<file path="config.mk">
export PLATFORM = sky130hd
export DESIGN_NAME = lie_edge_mask
export DESIGN_NICKNAME = d
export VERILOG_FILES = /design/src/lie_pkg.sv /design/src/lie_edge_mask.sv
export SDC_FILE = /design/constraint.sdc
export NUM_CORES = 2
export LEC_CHECK = 0
export BUFFER_PORTS_ARGS = -buffer_cell sky130_fd_sc_hd__buf_4
export CAP_MARGIN = 20
export CELL_PAD_IN_SITES_DETAIL_PLACEMENT = 1
export CELL_PAD_IN_SITES_GLOBAL_PLACEMENT = 1
export CORE_UTILIZATION = 44
export DETAILED_ROUTE_END_ITERATION = 7
export PLACE_DENSITY = 0.81
export SETUP_SLACK_MARGIN = 0.15
export SYNTH_ARGS = -nofsm -noshare
export SYNTH_HDL_FRONTEND = slang
export SYNTH_SLANG_ARGS = --single-unit
</file>
<file path="constraint.sdc">
create_clock -name ref_clk -period 4.1 [get_ports ref_clk]
set_input_delay 0.82 -clock ref_clk [delete_from_list [all_inputs] [get_ports ref_clk]]
set_output_delay 0.82 -clock ref_clk [all_outputs]
set_load 0.02 [all_outputs]
</file>
<file path="src/lie_pkg.sv">
// constants shared by the line unit interrupt edge and mask logic
package lie_pkg;
  localparam int ADDR_W = 11;
  localparam int DATA_W = 8;
  localparam int NUM_CH = 9;
  localparam int TMR_W = 31;
  // channel address blocks: common channel 0 sits apart from channels 1..8
  localparam logic [10:0] CH0_BASE = 11'h7c0;
  localparam logic [10:0] CH_STRIDE = 11'h040;
  localparam logic [10:0] CH_SPAN_MASK = 11'h7c0;
  // register offsets inside a channel block
  localparam logic [10:0] OFF_EDGE_SEL = 11'h01a;
  localparam logic [10:0] OFF_MASK = 11'h01b;
  localparam logic [10:0] OFF_STATUS_A = 11'h01e;
  localparam logic [10:0] OFF_STATUS_B = 11'h01f;
  localparam logic [10:0] OFF_EVENT_A = 11'h030;
  localparam logic [10:0] OFF_EVENT_B = 11'h031;
  // reset values and writable bits
  localparam logic [7:0] EDGE_SEL_RST = 8'h00;
  localparam logic [7:0] EDGE_SEL_WMASK = 8'h7f;
  localparam logic [7:0] MASK_RST = 8'hff;
  localparam logic [7:0] EVENT_A_WMASK = 8'hff;
  localparam logic [7:0] EVENT_B_WMASK = 8'he3;
  // edge-select fields
  localparam int ES_ALARM = 6;
  localparam int ES_PATTERN = 5;
  localparam int ES_OVERCUR = 4;
  localparam int ES_CLKLOSS = 3;
  localparam int ES_TXLOSS = 2;
  localparam int ES_RXLOSS = 1;
  localparam int ES_INBAND = 0;
  // mask fields, also the bit layout of event_register_a
  localparam int MB_AMPL = 7;
  localparam int MB_TXFIFO = 6;
  localparam int MB_RXFIFO = 5;
  localparam int MB_OVERCUR = 4;
  localparam int MB_CLKLOSS = 3;
  localparam int MB_TXLOSS = 2;
  localparam int MB_SYSLOSS = 1;
  localparam int MB_LINELOSS = 0;
  // layout of status_register_b and event_register_b
  localparam int SB_SYS_ALARM = 7;
  localparam int SB_LINE_ALARM = 6;
  localparam int SB_PATTERN = 5;
  localparam int SB_ACT = 1;
  localparam int SB_DEACT = 0;
  // activate code persistence times
  localparam longint CLK_MHZ = 250;
  localparam longint ACT_SHORT_MS = 40;
  localparam longint ACT_LONG_DS = 51;
  localparam longint ACT_SHORT_CYC = ACT_SHORT_MS * CLK_MHZ * 64'd1000;
  localparam longint ACT_LONG_CYC = ACT_LONG_DS * CLK_MHZ * 64'd100000;
endpackage

</file>
<file path="src/lie_edge_mask.sv">
// per-channel interrupt edge select, mask and event latching for the line unit
//
// Overview of operation
// nine channels, common 0 plus 1..8, each own edge-select and mask registers
// edge bit 6: line and system alarm events on rise, or both edges
// edge bit 5: pattern sync event on rise, or both edges
// edge bit 4: driver overcurrent event on rise, or both edges
// edge bit 3: transmit clock loss event on rise, or both edges
// edge bit 2: transmit signal loss event on rise, or both edges
// edge bit 1: line and system signal loss events on rise, or both
// edge bit 0: activate and deactivate code events on rise, or both
// edge-select bit 7 reserved; other bits read/write, reset zero
// mask register read/write, resets to all ones; 0 enables, 1 masks
// mask bit 7 gates the amplitude overflow interrupt
// mask bit 6 gates the transmit jitter fifo interrupt
// mask bit 5 gates the receive jitter fifo interrupt
// mask bit 4 gates the driver overcurrent interrupt
// mask bit 3 gates the transmit clock loss interrupt
// mask bit 2 gates the transmit signal loss interrupt
// mask bit 1 gates the system signal loss interrupt
// mask bit 0 gates the line signal loss interrupt
// activate state set after code held 40 ms, or 5.1 s in auto loopback
// masked events stay latched and raise the request once unmasked
// edges found against last cycle's status; event set in same cycle
`timescale 1ns/1ns
module lie_edge_mask
  import lie_pkg::*;
#(
  parameter int N_CH = NUM_CH,
  parameter longint ACT_SHORT_CYCLES = ACT_SHORT_CYC,
  parameter longint ACT_LONG_CYCLES = ACT_LONG_CYC
) (
  input wire logic ref_clk,
  input wire logic reset,
  input wire logic clk_en,
  input wire logic [ADDR_W-1:0] reg_addr,
  input wire logic [DATA_W-1:0] reg_wdata,
  input wire logic reg_wr,
  input wire logic reg_rd,
  output logic [DATA_W-1:0] reg_rdata,
  input wire logic [N_CH-1:0] line_alarm_signal_state,
  input wire logic [N_CH-1:0] system_alarm_signal_state,
  input wire logic [N_CH-1:0] pattern_sync_state,
  input wire logic [N_CH-1:0] driver_overcurrent_state,
  input wire logic [N_CH-1:0] tx_clock_loss_state,
  input wire logic [N_CH-1:0] tx_signal_loss_state,
  input wire logic [N_CH-1:0] line_signal_loss_state,
  input wire logic [N_CH-1:0] system_signal_loss_state,
  input wire logic [N_CH-1:0] activate_code_detect,
  input wire logic [N_CH-1:0] deactivate_code_state,
  input wire logic [N_CH-1:0] automatic_loopback_enable,
  input wire logic [N_CH-1:0] amplitude_overflow_pulse,
  input wire logic [N_CH-1:0] tx_jitter_fifo_pulse,
  input wire logic [N_CH-1:0] rx_jitter_fifo_pulse,
  output logic [N_CH-1:0] activate_code_state,
  output logic [N_CH-1:0] irq_channel,
  output logic irq
);

  // byte address of one register of one channel
  function automatic logic [ADDR_W-1:0] reg_addr_of(input int ch, input logic [ADDR_W-1:0] off);
    logic [ADDR_W-1:0] base;
    base = (ch == 0) ? CH0_BASE : ADDR_W'(CH_STRIDE * (ch - 1));
    reg_addr_of = base | off;
  endfunction

  // event qualifier: rising only, or any change when the select bit is set
  function automatic logic edge_hit(input logic cur, input logic prv, input logic any_edge);
    edge_hit = any_edge ? (cur ^ prv) : (cur & ~prv);
  endfunction

  localparam logic [TMR_W-1:0] SHORT_LIM = TMR_W'(ACT_SHORT_CYCLES);
  localparam logic [TMR_W-1:0] LONG_LIM = TMR_W'(ACT_LONG_CYCLES);

  // register file per channel
  logic [N_CH-1:0][7:0] edge_sel_ff;
  logic [N_CH-1:0][7:0] nxt_edge_sel;
  logic [N_CH-1:0][7:0] mask_ff;
  logic [N_CH-1:0][7:0] nxt_mask;
  logic [N_CH-1:0][7:0] event_a_ff;
  logic [N_CH-1:0][7:0] nxt_event_a;
  logic [N_CH-1:0][7:0] event_b_ff;
  logic [N_CH-1:0][7:0] nxt_event_b;

  // status vectors and their previous-cycle copies
  logic [N_CH-1:0][7:0] stat_a;
  logic [N_CH-1:0][7:0] stat_b;
  logic [N_CH-1:0][7:0] prev_a_ff;
  logic [N_CH-1:0][7:0] prev_b_ff;
  logic [N_CH-1:0][7:0] set_a;
  logic [N_CH-1:0][7:0] set_b;

  // activate code persistence timers
  logic [N_CH-1:0][TMR_W-1:0] act_cnt_ff;
  logic [N_CH-1:0][TMR_W-1:0] nxt_act_cnt;
  logic [N_CH-1:0] act_state_ff;
  logic [N_CH-1:0] nxt_act_state;

  // read port and request outputs
  logic [DATA_W-1:0] rdata_ff;
  logic [DATA_W-1:0] nxt_rdata;
  logic [N_CH-1:0] irq_ch_ff;
  logic [N_CH-1:0] nxt_irq_ch;
  logic irq_ff;
  logic nxt_irq;

  genvar g;
  generate
    for (g = 0; g < N_CH; g++) begin : g_ch
      logic hit_es;
      logic hit_mk;
      logic hit_ea;
      logic hit_eb;
      logic [TMR_W-1:0] lim;

      assign hit_es = reg_wr && (reg_addr == reg_addr_of(g, OFF_EDGE_SEL));
      assign hit_mk = reg_wr && (reg_addr == reg_addr_of(g, OFF_MASK));
      assign hit_ea = reg_wr && (reg_addr == reg_addr_of(g, OFF_EVENT_A));
      assign hit_eb = reg_wr && (reg_addr == reg_addr_of(g, OFF_EVENT_B));

      // status layouts match the event registers bit for bit
      always_comb begin
        stat_a[g] = 8'h00;
        stat_a[g][MB_OVERCUR] = driver_overcurrent_state[g];
        stat_a[g][MB_CLKLOSS] = tx_clock_loss_state[g];
        stat_a[g][MB_TXLOSS] = tx_signal_loss_state[g];
        stat_a[g][MB_SYSLOSS] = system_signal_loss_state[g];
        stat_a[g][MB_LINELOSS] = line_signal_loss_state[g];
        stat_b[g] = 8'h00;
        stat_b[g][SB_SYS_ALARM] = system_alarm_signal_state[g];
        stat_b[g][SB_LINE_ALARM] = line_alarm_signal_state[g];
        stat_b[g][SB_PATTERN] = pattern_sync_state[g];
        stat_b[g][SB_ACT] = act_state_ff[g];
        stat_b[g][SB_DEACT] = deactivate_code_state[g];
      end

      // edge qualification against last cycle's status
      always_comb begin
        set_a[g] = 8'h00;
        set_a[g][MB_AMPL] = amplitude_overflow_pulse[g];
        set_a[g][MB_TXFIFO] = tx_jitter_fifo_pulse[g];
        set_a[g][MB_RXFIFO] = rx_jitter_fifo_pulse[g];
        set_a[g][MB_OVERCUR] = edge_hit(stat_a[g][MB_OVERCUR], prev_a_ff[g][MB_OVERCUR],
                                        edge_sel_ff[g][ES_OVERCUR]); // see
        set_a[g][MB_CLKLOSS] = edge_hit(stat_a[g][MB_CLKLOSS], prev_a_ff[g][MB_CLKLOSS],
                                        edge_sel_ff[g][ES_CLKLOSS]);
        set_a[g][MB_TXLOSS] = edge_hit(stat_a[g][MB_TXLOSS], prev_a_ff[g][MB_TXLOSS],
                                       edge_sel_ff[g][ES_TXLOSS]);
        set_a[g][MB_SYSLOSS] = edge_hit(stat_a[g][MB_SYSLOSS], prev_a_ff[g][MB_SYSLOSS],
                                        edge_sel_ff[g][ES_RXLOSS]);
        set_a[g][MB_LINELOSS] = edge_hit(stat_a[g][MB_LINELOSS], prev_a_ff[g][MB_LINELOSS],
                                         edge_sel_ff[g][ES_RXLOSS]);
        set_b[g] = 8'h00;
        set_b[g][SB_SYS_ALARM] = edge_hit(stat_b[g][SB_SYS_ALARM], prev_b_ff[g][SB_SYS_ALARM],
                                          edge_sel_ff[g][ES_ALARM]);
        set_b[g][SB_LINE_ALARM] = edge_hit(stat_b[g][SB_LINE_ALARM], prev_b_ff[g][SB_LINE_ALARM],
                                           edge_sel_ff[g][ES_ALARM]);
        set_b[g][SB_PATTERN] = edge_hit(stat_b[g][SB_PATTERN], prev_b_ff[g][SB_PATTERN],
                                        edge_sel_ff[g][ES_PATTERN]);
        set_b[g][SB_ACT] = edge_hit(stat_b[g][SB_ACT], prev_b_ff[g][SB_ACT],
                                    edge_sel_ff[g][ES_INBAND]);
        set_b[g][SB_DEACT] = edge_hit(stat_b[g][SB_DEACT], prev_b_ff[g][SB_DEACT],
                                      edge_sel_ff[g][ES_INBAND]);
      end

      // registers: set beats a write-one clear landing in the same cycle
      always_comb begin
        nxt_edge_sel[g] = edge_sel_ff[g];
        nxt_mask[g] = mask_ff[g];
        if (hit_es) begin
          nxt_edge_sel[g] = reg_wdata & EDGE_SEL_WMASK;
        end
        if (hit_mk) begin
          nxt_mask[g] = reg_wdata;
        end
        nxt_event_a[g] = event_a_ff[g] & ~(hit_ea ? (reg_wdata & EVENT_A_WMASK) : 8'h00);
        nxt_event_a[g] = nxt_event_a[g] | set_a[g];
        nxt_event_b[g] = event_b_ff[g] & ~(hit_eb ? (reg_wdata & EVENT_B_WMASK) : 8'h00);
        nxt_event_b[g] = nxt_event_b[g] | set_b[g];
      end

      // activate code must persist; the limit follows the auto loopback enable
      assign lim = automatic_loopback_enable[g] ? LONG_LIM : SHORT_LIM;
      always_comb begin
        nxt_act_cnt[g] = act_cnt_ff[g];
        nxt_act_state[g] = 1'b0;
        if (!activate_code_detect[g]) begin
          nxt_act_cnt[g] = '0;
        end else if (act_cnt_ff[g] < lim) begin
          nxt_act_cnt[g] = act_cnt_ff[g] + TMR_W'(1);
        end else begin
          nxt_act_state[g] = 1'b1;
        end
      end

      // masked events are kept; only enabled ones reach the request
      assign nxt_irq_ch[g] = |(event_a_ff[g] & ~mask_ff[g]); // see see see see

      always_ff @(posedge ref_clk) begin
        if (reset) begin
          edge_sel_ff[g] <= EDGE_SEL_RST;
          mask_ff[g] <= MASK_RST;
          event_a_ff[g] <= 8'h00;
          event_b_ff[g] <= 8'h00;
          prev_a_ff[g] <= 8'h00;
          prev_b_ff[g] <= 8'h00;
          act_cnt_ff[g] <= '0;
          act_state_ff[g] <= 1'b0;
          irq_ch_ff[g] <= 1'b0;
        end else if (clk_en) begin
          edge_sel_ff[g] <= nxt_edge_sel[g];
          mask_ff[g] <= nxt_mask[g];
          event_a_ff[g] <= nxt_event_a[g];
          event_b_ff[g] <= nxt_event_b[g];
          prev_a_ff[g] <= stat_a[g];
          prev_b_ff[g] <= stat_b[g];
          act_cnt_ff[g] <= nxt_act_cnt[g];
          act_state_ff[g] <= nxt_act_state[g];
          irq_ch_ff[g] <= nxt_irq_ch[g]; // see see see
        end
      end
    end
  endgenerate

  // read mux; unmapped addresses return zero
  always_comb begin
    nxt_rdata = rdata_ff;
    if (reg_rd) begin
      nxt_rdata = 8'h00;
      for (int c = 0; c < N_CH; c++) begin
        if (reg_addr == reg_addr_of(c, OFF_EDGE_SEL)) begin
          nxt_rdata = edge_sel_ff[c];
        end
        if (reg_addr == reg_addr_of(c, OFF_MASK)) begin
          nxt_rdata = mask_ff[c];
        end
        if (reg_addr == reg_addr_of(c, OFF_STATUS_A)) begin
          nxt_rdata = stat_a[c];
        end
        if (reg_addr == reg_addr_of(c, OFF_STATUS_B)) begin
          nxt_rdata = stat_b[c];
        end
        if (reg_addr == reg_addr_of(c, OFF_EVENT_A)) begin
          nxt_rdata = event_a_ff[c];
        end
        if (reg_addr == reg_addr_of(c, OFF_EVENT_B)) begin
          nxt_rdata = event_b_ff[c];
        end
      end
    end
  end

  assign nxt_irq = |nxt_irq_ch;

  always_ff @(posedge ref_clk) begin
    if (reset) begin
      rdata_ff <= 8'h00;
      irq_ff <= 1'b0;
    end else if (clk_en) begin
      rdata_ff <= nxt_rdata;
      irq_ff <= nxt_irq;
    end
  end

  assign reg_rdata = rdata_ff;
  assign activate_code_state = act_state_ff;
  assign irq_channel = irq_ch_ff;
  assign irq = irq_ff;

endmodule

</file>
* Word level (Yosys, flattened, before mapping) *
Cells that the tools add are included.

storage, ports and cells
  bits in registers = 675
  bits of input ports = 150
  output and inout port bits = 27
  word-level logic and storage cells = 787

operators by class
  $add $sub $neg = 9
  $lt $le $gt $ge = 9
  eq/ne operators = 63
  mux-type cells = 207
  bitwise logic cells = 342
  reductions and logical operators = 74

operators with widths
  operator                                                count
  2-to-1 mux 31 bit                                       27
  2-to-1 mux 8 bit                                        71
  adder 31 x 1 -> 31 bit (second input constant)          9
  less-than comparator 31 bit                             9
  == test 11 x 9 -> 1 bit (second input constant)         24
  AND 8 bit                                               27
  NOT 8 bit                                               27
  OR 8 bit                                                18
  == test 11 x 8 -> 1 bit (second input constant)         12
  2-to-1 mux 1 bit                                        108
  AND 1 bit                                               90
  NOT 1 bit                                               90
  bitwise XOR 1 bit                                       90
  OR reduction 72 bit                                     1
  OR reduction 8 bit                                      9
  == test 11 bit (second input constant)                  6
  == test 11 x 7 -> 1 bit (second input constant)         6
  AND reduction 2 bit                                     28
  == test 11 x 5 -> 1 bit (second input constant)         4
  logical AND 1 bit                                       36
  == test 11 x 6 -> 1 bit (second input constant)         2
  inequality test 2 x 1 -> 1 bit (second input constant)  9
  2-to-1 mux 7 bit                                        1

* Longest topological paths before layout *
  depth in word-level cells = 55
  mapped depth = 12

* Least setup slack after synthesis *
OpenSTA, ideal clock, no wires.

  path kind = input to register
  from = input port automatic_loopback_enable[3]
  to = register act_cnt_ff[120] in the netlist's numbering
  arrival time = 3.346 ns
  data required time = 3.984 ns
  slack = 0.637 ns
  cell stages on the path = 11
  path buffers = 1
  cell sequence = inv_1 ha_1 a211o_1 a2111o_1 a21oi_1 o2111a_1 o21ai_1 nor2_1 buf_2 a21oi_1 a31o_2

on the way
  longest elaborated chain between the ends = 4

ends and longest elaborated chain
  what                                             line                  source
  start, declared                                  lie_edge_mask.sv:51   input wire logic [N_CH-1:0] automatic_loopback_enable,
  2-to-1 mux 31 bit                                lie_edge_mask.sv:183  assign lim = automatic_loopback_enable[g] ? LONG_LIM : SHORT_LIM;
  less-than comparator 31 bit                      lie_edge_mask.sv:189  end else if (act_cnt_ff[g] < lim) begin
  inequality test 2 x 1 -> 1 bit (no source line)  n/a
  AND reduction 2 bit (no source line)             n/a
  end signal, assigned by index                    lie_edge_mask.sv:217  act_cnt_ff[g] <= nxt_act_cnt[g];
  end, declared                                    lie_edge_mask.sv:94   logic [N_CH-1:0][TMR_W-1:0] act_cnt_ff;

Every way passes these cells.
A chain may end at the register's enable or synchronous reset.

* Worst setup path in the final report *
  from = input port automatic_loopback_enable[3]
  to = register act_cnt_ff[123] in the netlist's numbering

The elaborated chain is that of the path after synthesis.

==> impl_metrics.py <==
metrics = {
    "outcome": {
        "outcome": "complete, but fails checks",
        "violations": "design-rule violations",
    },
    "critical_path": {
        "cp_slowest_stage_delay_ns": 0.71,
        "r2r_end": "act_cnt_ff[123]$_SDFFE_PP0P_",
        "cp.arrival_ns": 3.75,
        "cp_max_fo": 10,
        "reg2reg_slack_ns": 1.02,
        "worstReg2RegStart": "act_cnt_ff[104]$_SDFFE_PP0P_",
        "cp-start-kind": "input port",
        "reg2reg_depth": 8,
        "crit_start": "automatic_loopback_enable[3]",
        "required_ns": 4.62,
        "endpoint_kind": "register",
        "path_common_cell": "a21oi_1",
        "path_cells": "buf_4, inv_1, ha_1, a211o_1, a2111o_1, a21oi_1, o21ai_1, a2111oi_0, a21oi_1, a31o_2",
        "slowest_stage": "a2111oi_0",
        "critPathCapture": "act_cnt_ff[123]$_SDFFE_PP0P_",
        "worstSetupPathType": "in2reg",
    },
    "pwr": {
        "ir_worst_vdd_mv": 0.2754,
        "power_uw": 15210,
        "pwr_density_cell_nw_per_um2": 365.9,
        "power_leakage_uw": 0.01577,
    },
    "place": {
        "pre_cts_slack_ns": 0.3046,
        "hpwl_um": 101500,
        "gp_congestion": 1.030,
        "portBuffers": 176,
    },
    "clock_tree": {
        "holdBufCountCts": 0,
        "htree_levels": 3,
        "clk_latency_ns": 0.65,
        "cts_resized": 0,
        "post_cts_buffers": 0,
        "cts_buffers": 77,
        "cts.path.max_buffers": 3,
        "clock-sinks": 648,
        "clk_pin_slew_ns": 0.06,
        "tritoncts": "built",
        "root_buffer": "clkbuf_16",
    },
    "grt": {
        "grt_usage": 0.3371,
        "grt_pass1_vias": 36533,
        "grt_max_degree": 132,
        "antenna_found_initial": 10,
        "grt_pass1_wl_um": 217400,
        "grt_overflow": 0,
    },
    "synth": {
        "syn_nets": 4868,
        "yosysSeqAreaShare": 0.3603,
        "synth-main-ff-cell": "dfxtp_1",
        "synth_area_um2": 36010,
        "synth_top_family_by_area": "simple AND/OR/NAND/NOR gates",
        "synthCells": 4520,
        "synth_compound_area_frac": 0.1950,
        "synth_enable_flop_cells": 0,
        "ys_seq_elements": 648,
        "synth_fa_ha_area_frac": 0.06880,
        "synth-simple-area-share": 0.2210,
        "yosysWarnings": 0,
        "avgSynthCellArea_um2": 7.967,
        "synth_xor_area_frac": 0.04232,
        "async_flop_share": 0,
        "muxShareOfSynthArea": 0.05625,
        "yosysUniqueCellTypes": 86,
    },
    "timing": {
        "setup_tns_ns": 0,
        "setup_slack_ns": 0.8638,
        "hold_violations": 0,
        "finalCritPeriodShare": 0.7893,
        "skew_ns": 0.02727,
        "fmax_mhz": 309.0,
        "holdWs_ns": 0.4333,
        "fin_crit_ns": 3.236,
        "finalMaxSlewViolations": 0,
        "finalSetupViolCount": 0,
        "relSlewSlack": 0.2947,
        "rsz0062_at_grt": "no",
        "worst_pin_slew_ns": 1.049,
    },
    "floorplan": {
        "initial_utilization": 0.4456,
        "core_area_um2": 80810,
        "die_y_um": 288.1,
        "die-area_um2": 82990,
        "dieWidth_um": 288.1,
        "ioPinCount": 177,
        "row_count": 104,
    },
    "routing": {
        "via_per_inst": 6.226,
        "wl_per_cell_um": 24.50,
        "vias": 36128,
        "firstDrtPassIters": 8,
        "drt_iter0_drc": 3245,
        "post-route-drc-count": 14,
        "drtAntennaViolNets": 0,
        "routed_wl_um": 142200,
    },
    "finish": {
        "fill_cells": 9798,
        "drive_above_1_share": 0.1041,
        "nets": 5023,
        "seqCellArea_um2": 12970,
        "area_growth_pct": 15.44,
        "multi_input_area_um2": 21050,
    },
    "hold_path": {
        "holdPathStages": 3,
        "hp-class": "in2reg",
    },
    "flow_run": {
        "drv_cap": 0,
    },
}
## layout by cell type, fill, tap and decap left out, types with 31 or more instances in the layout
| cell type | netlist | routed |
|---|---|---|
| o211ai_1 | 64 | 64 |
| inv_1 | 289 | 288 |
| a211o_1 | 31 | 31 |
| a211oi_1 | 67 | 67 |
| mux2i_1 | 199 | 199 |
| o21ai_0 | 254 | 254 |
| xnor2_1 | 123 | 123 |
| ha_1 | 198 | 198 |
| or3_1 | 63 | 63 |
| buf_4 | 1 | 314 |
| nand2_1 | 510 | 510 |
| nand4_1 | 86 | 86 |
| dfxtp_1 | 648 | 648 |
| xor2_1 | 51 | 51 |
| nor3_1 | 70 | 70 |
| and3_1 | 55 | 55 |
| o22ai_1 | 50 | 50 |
| clkbuf_16 | 0 | 80 |
| nor4_1 | 39 | 37 |
| nand3_1 | 159 | 159 |
| nor2_1 | 476 | 476 |
| a21oi_1 | 345 | 345 |
## worst min-delay path by stage
| stage | startpoint | end | slack [ns] |
|---|---|---|---|
| 3_3_place_gp | act_cnt_ff[175]$_SDFFE_PP0P_ | act_cnt_ff[175]$_SDFFE_PP0P_ | 0.45 |
| 6_report | tx_jitter_fifo_pulse[5] | event_a_ff[46]$_SDFFE_PP0P_ | 0.43 |
| 4_1_cts | amplitude_overflow_pulse[7] | event_a_ff[63]$_SDFFE_PP0P_ | 0.41 |
| 5_1_grt | rx_jitter_fifo_pulse[5] | event_a_ff[45]$_SDFFE_PP0P_ | 0.43 |
| 3_5_place_dp | event_a_ff[32]$_SDFFE_PP0P_ | event_a_ff[32]$_SDFFE_PP0P_ | 0.47 |
| 2_1_floorplan | act_cnt_ff[175]$_SDFFE_PP0P_ | act_cnt_ff[175]$_SDFFE_PP0P_ | 0.45 |
## stage by stage
step                  util  cell area (um2)  cells
global route        0.5144            41560   5800
floorplan                -            36010   4520
CTS                 0.5142            41550   5794
global placement    0.4814            38900   5656
finish              0.5144            41570   5803
detailed placement  0.4814            38900   5656
## routing by layer
layer,global-route usage,vias up,share of wire
li1,-,16452,-
met1,0.4458,17776,0.42
met2,0.5317,1501,0.45
met3,0.05507,395,0.080
met4,0.1651,4,0.050
met5,0,-,0.00015
## critical path: cells and delay by family
kind            cells  cell delay [ns]
compound gates      7             2.23
fa+ha+maj           1             0.31
buf+inv             2             0.38
## Yosys cell counts (50+ instances only)
cell,n,area (um2)
xnor2_1,123,1077
clkbuf_1,202,758.2
inv_1,289,1085
nor2_1,476,1787
a21oi_1,345,1727
dfxtp_1,648,12970
o21ai_0,254,1271
xor2_1,51,446.7
nand2_1,510,1914
or3_1,63,394.1
a211oi_1,67,503.0
mux2i_1,199,1992
ha_1,198,2477
o22ai_1,50,312.8
nor3_1,70,350.3
nand4_1,86,538.0
nand3_1,159,795.8
o211ai_1,64,480.5
and3_1,55,344.1
## flip-flops by register name, indices dropped and copies added (netlist names)
signal	count
act_cnt_ff	279
activate_code_state	9
edge_sel_ff	63
event_a_ff	72
event_b_ff	45
irq	1
irq_channel	9
mask_ff	72
prev_a_ff	45
prev_b_ff	45
reg_rdata	8
## logic make-up (layout without fill, tap and decap cells)
kind of cell / Yosys count / count (layout)
xor+xnor: 174 / 174
compound gates: 1103 / 1103
mux: 202 / 202
other cells: 0 / 9
flops: 648 / 648
fa+ha+maj: 198 / 198
buf+inv: 533 / 747
simple gates: 1662 / 1662
## cell type report
class                           instances  share of cell area
Clock buffer                          105             0.05354
Multi-Input combinational cell       3339              0.5064
Timing Repair Buffer                  320             0.05935
Tap cell                             1060             0.03190
Clock inverter                         33             0.01008
Sequential cell                       648              0.3121
Inverter                              289             0.02609
Antenna cell                            9           0.0005418
## where the power goes
group	switching, uW	internal (uW)
combinational	925	450
sequential	138	6440
clock	2940	4320
No activity file was read; power rests on OpenSTA's default activity.
